<file path="config.mk">
export PLATFORM = sky130hd
export DESIGN_NAME = trap_interrupt_prioritizer
export DESIGN_NICKNAME = d
export VERILOG_FILES = /design/src/hw/trap_prio_pkg.sv /design/src/hw/trap_interrupt_prioritizer.sv /design/src/hw/pri_encoder.sv
export SDC_FILE = /design/constraint.sdc
export NUM_CORES = 1
export LEC_CHECK = 0
export BUFFER_PORTS_ARGS = -buffer_cell sky130_fd_sc_hd__buf_4
export CAP_MARGIN = 20
export CORE_MARGIN = 2
export CORE_UTILIZATION = 35
export CTS_CLUSTER_SIZE = 30
export DETAILED_ROUTE_END_ITERATION = 12
export GPL_TIMING_DRIVEN = 0
export PLACE_DENSITY = 0.69
export SYNTH_ARGS = -nofsm -noshare
export SYNTH_HDL_FRONTEND = slang
export SYNTH_HIERARCHICAL = 1
export SYNTH_SLANG_ARGS = --single-unit
</file>
<file path="constraint.sdc">
create_clock -name clock -period 1.75 [get_ports clock]
set_input_delay 0.175 -clock clock [delete_from_list [all_inputs] [get_ports clock]]
set_output_delay 0.175 -clock clock [all_outputs]
set_load 0.01 [all_outputs]
</file>
<file path="src/hw/trap_prio_pkg.sv">
`default_nettype none
package trap_prio_pkg;
  // trap vectors, written in octal
  localparam logic [7:0] vec_control_error = 8'o004;
  localparam logic [7:0] vec_memory_manager = 8'o250;
  localparam logic [7:0] vec_bus_timeout   = 8'o004;
  localparam logic [7:0] vec_parity        = 8'o114;
  localparam logic [7:0] vec_reserved      = 8'o010;
  localparam logic [7:0] vec_trace         = 8'o014;
  localparam logic [7:0] vec_stack_ovf     = 8'o004;
  localparam logic [7:0] vec_power_fail    = 8'o024;
  localparam logic [15:0] status_word_addr = 16'hFFFE; // 177776 octal
  localparam int unsigned n_src   = 11;
  localparam int unsigned pri_lsb = 5;
  localparam int unsigned mode_lsb = 14;
  localparam logic [1:0] mode_user = 2'b11;
  // cycles spent after a service before pending sources are weighed again
  localparam int unsigned irq_settle = 4;

  typedef enum logic [3:0] {
    src_control_error  = 4'h0,
    src_memory_manager = 4'h1,
    src_bus_timeout    = 4'h2,
    src_parity         = 4'h3,
    src_trap_instr     = 4'h4,
    src_trace          = 4'h5,
    src_stack_ovf      = 4'h6,
    src_power_fail     = 4'h7,
    src_device_irq     = 4'h8,
    src_bus_halt       = 4'h9,
    src_wait_loop      = 4'hA
  } src_e;

  typedef enum logic [1:0] {
    st_idle    = 2'b00,
    st_service = 2'b01,
    st_ack     = 2'b10
  } state_e;
endpackage
`default_nettype wire

</file>
<file path="src/hw/trap_interrupt_prioritizer.sv">
`default_nettype none
module trap_interrupt_prioritizer (
  // clock and reset
  input  wire logic        clock,
  input  wire logic        rstn,
  input  wire logic        clock_en,
  // sequencer handshake
  input  wire logic        instr_boundary,
  input  wire logic        trap_done,
  // error and trap events, one-cycle pulses
  input  wire logic        control_error_trap,
  input  wire logic        memory_manager,
  input  wire logic        bus_timeout_trap,
  input  wire logic        parity_error_trap,
  input  wire logic        trap_instr,
  input  wire logic        stack_overflow_trap,
  input  wire logic        halt_instr,
  input  wire logic        move_from_status_instr,
  input  wire logic        return_from_trap_instr,
  input  wire logic        return_from_interrupt_instr,
  input  wire logic [7:0]  trap_instr_vector,
  // status word from the datapath
  input  wire logic [15:0] processor_status_word,
  input  wire logic        trace_bit_next,
  // bus pins, asynchronous
  input  wire logic        power_fail_trap,
  input  wire logic        bus_halt_req,
  input  wire logic        irq_level4_line,
  input  wire logic        irq_level5_line,
  input  wire logic        irq_level6_line,
  input  wire logic        irq_level7_line,
  // service request
  output logic             service_valid,
  output logic [3:0]       service_source,
  output logic [7:0]       service_vector,
  output logic [1:0]       service_irq_level,
  output logic             halt_stop,
  output logic             waiting,
  // status byte read
  output logic             status_read_valid,
  output logic [7:0]       status_read_data
);
  //////////////////////////////////////////////////////////////////////
  // helpers

  // mode field of the status word says user
  function automatic logic in_user_mode(input logic [15:0] psw);
    return psw[trap_prio_pkg::mode_lsb +: 2] == trap_prio_pkg::mode_user;
  endfunction

  // highest asserted level line, 0 stands for the lowest level
  function automatic logic [1:0] top_level(input logic [3:0] lines);
    logic [1:0] lvl;
    lvl = 2'h0;
    if (lines[3]) begin
      lvl = 2'h3;
    end else if (lines[2]) begin
      lvl = 2'h2;
    end else if (lines[1]) begin
      lvl = 2'h1;
    end
    return lvl;
  endfunction

  // vector handed out with a source; device and halt carry none here
  function automatic logic [7:0] vector_of(
    input logic [3:0] src,
    input logic [7:0] trap_vec
  );
    logic [7:0] v;
    v = 8'h00;
    case (src)
      trap_prio_pkg::src_control_error:
        v = trap_prio_pkg::vec_control_error;
      trap_prio_pkg::src_memory_manager:
        v = trap_prio_pkg::vec_memory_manager;
      trap_prio_pkg::src_bus_timeout:
        v = trap_prio_pkg::vec_bus_timeout;
      trap_prio_pkg::src_parity:
        v = trap_prio_pkg::vec_parity;
      trap_prio_pkg::src_trap_instr:
        v = trap_vec;
      trap_prio_pkg::src_trace:
        v = trap_prio_pkg::vec_trace;
      trap_prio_pkg::src_stack_ovf:
        v = trap_prio_pkg::vec_stack_ovf;
      trap_prio_pkg::src_power_fail:
        v = trap_prio_pkg::vec_power_fail;
      default:
        v = 8'h00;
    endcase
    return v;
  endfunction

  //////////////////////////////////////////////////////////////////////
  // pin synchronisers

  // bit 5 power fail, bit 4 bus halt, bits 3..0 level lines 7..4
  wire logic [5:0] pin_raw = {power_fail_trap,
                              bus_halt_req,
                              irq_level7_line,
                              irq_level6_line,
                              irq_level5_line,
                              irq_level4_line};
  logic [5:0] pin_meta;
  logic [5:0] pin_sync;
  logic       pf_seen;

  always_ff @(posedge clock or negedge rstn) begin
    if (!rstn) begin
      pin_meta <= 6'h00;
      pin_sync <= 6'h00;
    end else if (clock_en) begin
      pin_meta <= pin_raw;
      pin_sync <= pin_meta;
    end
  end

  // power fail is taken once per falling supply, on its rising edge
  always_ff @(posedge clock or negedge rstn) begin
    if (!rstn) begin
      pf_seen <= 1'b0;
    end else if (clock_en) begin
      pf_seen <= pin_sync[5];
    end
  end

  wire logic pf_rise = pin_sync[5] & ~pf_seen;

  //////////////////////////////////////////////////////////////////////
  // instruction events

  wire logic user_now     = in_user_mode(processor_status_word);
  wire logic halt_trap_ev = halt_instr & user_now;
  wire logic halt_stop_ev = halt_instr & ~user_now;
  // trace is latched here, so a following return that clears it is moot
  wire logic trace_ev     = return_from_trap_instr & trace_bit_next;

  //////////////////////////////////////////////////////////////////////
  // pending sources

  trap_prio_pkg::state_e state;
  trap_prio_pkg::state_e next_state;
  logic [7:0]  trap_pend;
  logic [7:0]  trap_vec;
  logic        enc_any;
  logic [3:0]  enc_index;
  logic [2:0]  settle_cnt;

  wire logic [7:0] pend_set = {pf_rise,
                               stack_overflow_trap,
                               trace_ev,
                               trap_instr | halt_trap_ev,
                               parity_error_trap,
                               bus_timeout_trap,
                               memory_manager,
                               control_error_trap};

  wire logic svc_finish = (state == trap_prio_pkg::st_service) & trap_done;
  wire logic [10:0] svc_onehot = 11'h001 << service_source;
  wire logic [7:0]  pend_clear = svc_finish ? svc_onehot[7:0] : 8'h00;
  // a new event in the clearing cycle keeps its flag
  wire logic [7:0]  next_trap_pend = (trap_pend & ~pend_clear) | pend_set;

  wire logic [7:0] next_trap_vec =
    trap_instr   ? trap_instr_vector :
    halt_trap_ev ? trap_prio_pkg::vec_reserved : trap_vec;

  always_ff @(posedge clock or negedge rstn) begin
    if (!rstn) begin
      trap_pend <= 8'h00;
      trap_vec  <= 8'h00;
    end else if (clock_en) begin
      trap_pend <= next_trap_pend;
      trap_vec  <= next_trap_vec;
    end
  end

  // bit order is service order, lowest bit first; wait loop is last
  wire logic [10:0] pending_all = {~halt_stop,
                                   pin_sync[4],
                                   |pin_sync[3:0],
                                   trap_pend};

  pri_encoder #(
    .width (trap_prio_pkg::n_src)
  ) u_enc (
    .clock   (clock),
    .rstn    (rstn),
    .enable  (clock_en),
    .pending (pending_all),
    .any     (enc_any),
    .index   (enc_index)
  );

  //////////////////////////////////////////////////////////////////////
  // service sequencer

  wire logic enc_is_wait = enc_index == trap_prio_pkg::src_wait_loop;
  wire logic in_idle     = state == trap_prio_pkg::st_idle;
  wire logic pick_ready  = in_idle & instr_boundary & enc_any & ~halt_stop &
                           ~enc_is_wait;
  wire logic settle_done =
    settle_cnt == 3'(trap_prio_pkg::irq_settle - 1);
  // gives the encoder and the level lines time to show the cleared source
  wire logic [2:0] next_settle =
    (state == trap_prio_pkg::st_ack && !settle_done) ?
    settle_cnt + 3'h1 : 3'h0;
  wire logic [7:0] next_vector  = vector_of(enc_index, trap_vec);
  wire logic [1:0] next_level   = top_level(pin_sync[3:0]);
  wire logic       next_waiting = in_idle & enc_any & enc_is_wait &
                                  ~halt_stop;

  always_comb begin
    next_state = state;
    case (state)
      trap_prio_pkg::st_idle:
        if (pick_ready) next_state = trap_prio_pkg::st_service;
      trap_prio_pkg::st_service:
        if (trap_done) next_state = trap_prio_pkg::st_ack;
      trap_prio_pkg::st_ack:
        if (settle_done) next_state = trap_prio_pkg::st_idle;
      default:
        next_state = trap_prio_pkg::st_idle;
    endcase
  end

  always_ff @(posedge clock or negedge rstn) begin
    if (!rstn) begin
      state      <= trap_prio_pkg::st_idle;
      settle_cnt <= 3'h0;
    end else if (clock_en) begin
      state      <= next_state;
      settle_cnt <= next_settle;
    end
  end

  //////////////////////////////////////////////////////////////////////
  // outputs

  always_ff @(posedge clock or negedge rstn) begin
    if (!rstn) begin
      service_valid     <= 1'b0;
      service_source    <= 4'h0;
      service_vector    <= 8'h00;
      service_irq_level <= 2'h0;
    end else if (clock_en) begin
      if (pick_ready) begin
        service_valid     <= 1'b1;
        service_source    <= enc_index;
        service_vector    <= next_vector;
        service_irq_level <= next_level;
      end else if (svc_finish) begin
        service_valid     <= 1'b0;
      end
    end
  end

  // a kernel halt stops all service until reset
  always_ff @(posedge clock or negedge rstn) begin
    if (!rstn) begin
      halt_stop <= 1'b0;
      waiting   <= 1'b0;
    end else if (clock_en) begin
      halt_stop <= halt_stop | halt_stop_ev;
      waiting   <= next_waiting;
    end
  end

  // status byte read never touches the trap path
  always_ff @(posedge clock or negedge rstn) begin
    if (!rstn) begin
      status_read_valid <= 1'b0;
      status_read_data  <= 8'h00;
    end else if (clock_en) begin
      status_read_valid <= move_from_status_instr;
      if (move_from_status_instr) begin
        status_read_data <= processor_status_word[7:0];
      end
    end
  end
endmodule
`default_nettype wire

</file>
<file path="src/hw/pri_encoder.sv">
`default_nettype none
// picks the lowest numbered pending source, registered
module pri_encoder #(
  parameter int unsigned width = 11
) (
  // clock
  input  wire logic             clock,
  input  wire logic             rstn,
  input  wire logic             enable,
  // request vector
  input  wire logic [width-1:0] pending,
  // result
  output logic                  any,
  output logic [3:0]            index
);
  function automatic logic [3:0] first_set(input logic [width-1:0] v);
    logic [3:0] r;
    r = 4'h0;
    for (int i = width - 1; i >= 0; i--) begin
      if (v[i]) begin
        r = 4'(i);
      end
    end
    return r;
  endfunction

  wire logic [3:0] next_index = first_set(pending);
  wire logic       next_any   = |pending;

  always_ff @(posedge clock or negedge rstn) begin
    if (!rstn) begin
      any   <= 1'b0;
      index <= 4'h0;
    end else if (enable) begin
      any   <= next_any;
      index <= next_index;
    end
  end
endmodule
`default_nettype wire

</file>
==> run_results.csv, run 1 <==
group,metric,value,unit
clock_network,clockBufferDepth,2,
layout,drive_above_1_share,0.372,
timing,period_minus_slack,1700,ps
detailed_routing,drt_iter0_markers,86,
floorplan,initial_utilization,0.356,
grt,grt.total_usage,0.155,
detailed_routing,routed-wl-met2,2.95,mm
layout,fillers,751,
placement,place_ws,9.55,ps
logic_synthesis,ys_warn_count,6,
placement,port_buffers,64,
layout,nNetsFinal,366,
floorplan,die_w,95.0,um
floorplan,boundaryPins,72,
detailed_routing,vias,2106,
floorplan,die_y,95.0,um
grt,grt_pass1_wl,10.5,mm
power,p_per_area,877,nW/um2
clock_network,cts_root_buffer,"clkbuf_8",
logic_synthesis,syn_area,2900,um2
timing,fin_ws,45.8,ps
worst_setup_path,crit_type,"register to register",
detailed_routing,routedWlPerCell,14.8,um
clock_network,cts_tree,"built",
layout,final_cell_mix,"buf_4 (66), dfrtp_1 (63), mux2_2 (24)",
power,power_leakage,1.76,nW
worst_setup_path,cp_max_fo,9,
timing,fmax,587,MHz
logic_synthesis,syn_inst,240,
detailed_routing,ant_nets,0,
layout,finalInstanceArea,3770,um2
detailed_routing,drt-met1-wl,2.98,mm
clock_network,clk_pin_slew,70,ps
floorplan,core,8130,um2
logic_synthesis,async_reset_ff_frac,1.00,
clock_network,h-tree-depth,3,
detailed_routing,avgViaCountPerCell,4.92,
logic_synthesis,avgSynthCellArea,12.1,um2
grt,grt_max_degree,66,
detailed_routing,dr.max_layer_used,"met4",
layout,antenna_cells,0,
power,peakVddDrop,0.496,mV
timing,tightest_slew,811,ps
timing,fin_skew,9.31,ps
detailed_routing,route.met3.wl,365,um
layout,final_common_cell,"buf_4",
timing,slew_headroom,0.459,
clock_network,cts_sinks,65,
placement,gp_congestion,0.807,
timing,holdWs,58.5,ps
layout,fin_cells,428,
logic_synthesis,synth_seq_cells,65,
clock_network,insertion_delay,340,ps
worst_setup_path,arrival,1920,ps
detailed_routing,drt_wl_total,6.35,mm
floorplan,rows,33,
grt,antenna_found_initial,0,
placement,dp_cells,409,
logic_synthesis,syn_nets,288,
logic_synthesis,yosys-top-cells-area,"dfrtp_1 (56%), mux2_2 (9.3%), a22o_1 (3.6%), mux2_4 (3.1%), inv_1 (2.3%)",
floorplan,dieArea,9020,um2
timing,hold_violations,0,
detailed_routing,drc_errors,0,
timing,finalSetupTns,0,ps
timing,fin_crit_sh,0.974,
worst_setup_path,cp.required,1960,ps
layout,area_growth,30.1,%
grt,grt-ovfl-total,0,
hold_path,hp-class,"primary input to register",
logic_synthesis,synth.largest_area_cell,"dfrtp_1",
placement,place_area,3510,um2
logic_synthesis,synth_ff_type,"dfrtp_1",
run_status,status,"finished clean",
timing,slew_violations,0,
detailed_routing,drt-pass1-iter-count,4,
logic_synthesis,synth_edf_count,0,
grt,grt_pass1_vias,2035,
flow_run,maxCapViolations,0,
clock_network,cts_buffers,9,
logic_synthesis,yosysUniqueCellTypes,46,
worst_setup_path,critPathLaunchType,"register",
logic_synthesis,synth_top_area_frac,0.562,
logic_synthesis,ys_seq_area_frac,0.562,
placement,dpl.hpwl,4.42,mm
timing,rsz0062_at_grt,"false",
timing,setup_viol,0,
worst_setup_path,worst_setup_path_end_kind,"register",
## path summary, 6_finish.rpt
kind / startpoint / endpoint / slack (ps) / cells past startpoint
max: u_enc/index[1] / service_vector[0] / 50 / 5
max reg2reg: u_enc/index[1] / service_vector[0] / 50 / 5
min reg2reg: pin_meta[2] / pin_sync[2] / 480 / 2
min in group asynchronous: rstn / trap_vec[5] / 490 / 2
min: trap_instr_vector[7] / trap_vec[7] / 60 / 2
max in group asynchronous: rstn / state[1] / 700 / 2
## synth_stat cells (2+ instances only)
cell / n
nand3_1: 9
mux2i_1: 2
nand3b_1: 3
nor2b_1: 6
or3b_2: 2
o22ai_1: 6
nor2_1: 9
mux2_2: 24
nand2b_1: 6
mux2_4: 6
nand4_1: 2
a21o_1: 2
inv_1: 18
a211oi_1: 2
a21boi_0: 2
a22o_1: 12
or4_1: 2
and4b_1: 2
a32o_1: 2
a21oi_1: 7
dfrtp_1: 65
o21ai_0: 8
and3_1: 4
clkbuf_1: 6
ha_1: 2
nand2_1: 11
## through the flow
stage / utilization / power, W
after global routing: 0.463 / 0.00347
after CTS: 0.456 / 0.00336
after global placement: 0.431 / 0.00197
after floorplan: - / 0.00180
final: 0.463 / 0.00331
after detailed placement: 0.431 / 0.00198
## kinds of logic (layout without fill, tap and decap cells)
family          count (synthesis)  in the layout  synth area share
flops                          65             65             0.562
simple gates                   65             65             0.137
compound gates                 47             47             0.114
mux                            32             32             0.131
buf+inv                        29            112            0.0475
fa+ha+maj                       2              2           0.00864
## sequential cells by signal (all words and copies together) (netlist names)
signal             flops
state                  2
waiting                1
status_read_valid      1
halt_stop              1
service_irq_level      2
trap_vec               8
settle_cnt             3
trap_pend              8
u_enc/any              1
u_enc/index            4
status_read_data       8
pin_sync               6
pin_meta               6
service_source         4
service_vector         8
service_valid          1
pf_seen                1
## worst max-delay path, stage by stage (launching register included)
cell and delay, ps:
dfrtp_1 400, buf_6 140, and4bb_1 210, and4b_2 350, buf_12 140, mux2_2 330
## cell type report
cell class                 instances  area, um2  share of cell area
buffer                            10       62.6              0.0166
clock buffer                      13        139              0.0369
clock inverter                     3       65.1              0.0173
inverter                          18       67.6              0.0179
multi-input combinational        146       1140               0.303
sequential                        65       1630               0.432
tap                              105        131              0.0349
timing repair buffer              68        531               0.141
## layer usage
| layer | GRT usage | up-vias |
|---|---|---|
| li1 | - | 1014 |
| met1 | 0.212 | 1033 |
| met2 | 0.231 | 52 |
| met3 | 0.0583 | 7 |
| met4 | 0.0435 | 0 |
| met5 | 0 | - |
## power by group
part | internal (W) | switching, W | leakage, nW
clock | 0.000803 | 0.000554 | 0.102
combinational | 0.000172 | 0.000132 | 0.891
sequential | 0.00159 | 0.0000512 | 0.770
total | 0.00257 | 0.000738 | 1.76
## timing repair
item / CTS / global route
setup endpoints to repair: 6 / 11
gates cloned: 0 / 1
pin swaps: 0 / 2
buffers inserted: 0 / 2
hold endpoints to repair: 65 / 0
hold buffers: 1 / 0
gates resized for setup: 1 / 6
(Power assumes the default switching activity.)
==> run 2: changes to the inputs <==
Settings changed: PLACE_DENSITY 0.69 to 0.67.
Clock period 1.75 ns to 2.14 ns, I/O delays scaled along.
==> run_results.csv, run 2 (synthesis gave the netlist of run 1 again) <==
group,metric,value,unit
power,internal_power,0.00219,W
grt,grt_pass1_wl,10.4,mm
clock_network,clockBufferDepth,2,
layout,nNetsFinal,364,
flow_run,maxCapViolations,0,
worst_setup_path,cp_max_fo,10,
worst_setup_path,crit_type,"register to register",
detailed_routing,vias,2176,
worst_setup_path,arrival,1980,ps
detailed_routing,drt_wl_total,6.40,mm
timing,finalSetupTns,0,ps
power,combPwrFrac,0.091,
detailed_routing,drt_iter0_markers,116,
power,power_leakage,1.76,nW
worst_setup_path,r2r_setup_slack,390,ps
placement,port_buffers,64,
timing,rsz0062_at_grt,"false",
floorplan,die_w,95.0,um
run_status,status,"finished clean",
power,pwr-share-clk,0.426,
hold_path,min_path_cells,2,
timing,slew_violations,0,
detailed_routing,drc_errors,0,
power,peakVddDrop,0.410,mV
power,p_per_area,743,nW/um2
timing,hold_violations,0,
hold_path,hp-class,"primary input to register",
layout,fin_cells,425,
grt,antenna_found_initial,0,
detailed_routing,ant_nets,0,
grt,grt-ovfl-total,0,
worst_setup_path,critPathLaunchType,"register",
clock_network,cts_buffers,9,
clock_network,h-tree-depth,3,
power,seqPwrFrac,0.483,
layout,finalInstanceArea,3750,um2
timing,slew_headroom,0.457,
floorplan,rows,33,
hold_path,worstHoldStart,"control_error_trap",
detailed_routing,avgViaCountPerCell,5.12,
hold_path,hold_end,"trap_pend[0]",
timing,period_minus_slack,1750,ps
placement,dp_cells,409,
clock_network,cts_root_buffer,"clkbuf_8",
floorplan,initial_utilization,0.356,
power,switching_power,0.000593,W
worst_setup_path,cp.required,2370,ps
worst_setup_path,worst_setup_path_end_kind,"register",
worst_setup_path,reg2reg_depth,5,
placement,dpl.hpwl,4.57,mm
floorplan,dieArea,9020,um2
clock_network,ctsResizeCount,0,
detailed_routing,drt-pass1-iter-count,5,
layout,area_growth,29.4,%
timing,fin_skew,4.80,ps
clock_network,post_cts_buffers,0,
placement,place_ws,386,ps
layout,drive_above_1_share,0.366,
timing,fin_ws,389,ps
placement,gp_congestion,0.766,
layout,final_cell_mix,"buf_4 (65), dfrtp_1 (65), mux2_2 (24)",
placement,place_area,3510,um2
worst_setup_path,rr_startpoint,"state[0]",
worst_setup_path,r2r-end,"service_source[1]",
floorplan,core,8130,um2
clock_network,cts_tree,"built",
timing,fmax,571,MHz
layout,antenna_cells,0,
floorplan,die_y,95.0,um
worst_setup_path,crit_start,"state[0]",
clock_network,cts_sinks,65,
grt,grt_pass1_vias,2150,
timing,fin_crit_sh,0.818,
power,switching_share,0.213,
clock_network,clk_pin_slew,70,ps
floorplan,boundaryPins,72,
detailed_routing,routedWlPerCell,15.1,um
grt,grt_max_degree,66,
clock_network,cts_hold_buf,1,
timing,tightest_slew,814,ps
grt,grt.total_usage,0.153,
timing,setup_viol,0,
clock_network,insertion_delay,340,ps
run 2: cell count changes in the layout (fill, tap and decap cells not counted), sizes merged:
| cell | delta |
|---|---|
| clkinv | -1 |
| buf | -1 |
| clkbuf | -1 |
run 2: critical path: stages, from the launching register on:
cell and delay [ps]:
dfrtp_1 420, nor4b_2 370, and4b_1 260, buf_6 140
buf_12 150, mux2_4 300
run 2: power by group through the flow:
| stage | Clock [W] | Sequential (W) | Combinational [W] |
|---|---|---|---|
| final | 0.00119 | 0.00134 | 0.000252 |
| after global routing | 0.00128 | 0.00135 | 0.000281 |
| after CTS | 0.00122 | 0.00135 | 0.000258 |
| after detailed placement | 0 | 0.00137 | 0.000255 |
| after global placement | 0 | 0.00136 | 0.000247 |
| after floorplan | 0 | 0.00137 | 0.000101 |
run 2: layout make-up:
| cell class | count | area (um2) |
|---|---|---|
| inverter | 18 | 67.6 |
| fill | 754 | 4390 |
| timing repair buffer | 65 | 490 |
| tap | 105 | 131 |
| clock inverter | 2 | 60.1 |
| multi-input combinational | 146 | 1130 |
| buffer | 11 | 70.1 |
| clock buffer | 13 | 169 |
| sequential | 65 | 1630 |
run 2: layer usage:
layer | global-route usage | share of wire | routed length (um)
met2 | 0.253 | 0.49 | 3120
met3 | 0.0559 | 0.052 | 334
met5 | 0 | 0 | 0
met4 | 0.0471 | 0.0089 | 57
met1 | 0.188 | 0.45 | 2890
run 2: worst max path at each step:
stage	to	slack, ps	cells past startpoint
after CTS	service_source[1]	370	5
final	service_source[1]	390	5
after global placement	service_source[0]	420	6
after detailed placement	service_source[1]	390	5
after global routing	service_source[2]	280	5
after floorplan	service_source[0]	520	5
run 2: stage by stage:
step           utilization  total power, W  hold WS [ps]
6_report             0.461         0.00278          96.6
5_1_grt              0.461         0.00291          80.5
3_3_place_gp         0.431         0.00161           366
4_1_cts              0.461         0.00282          81.8
3_5_place_dp         0.431         0.00162           360
2_1_floorplan            -         0.00147         -81.6
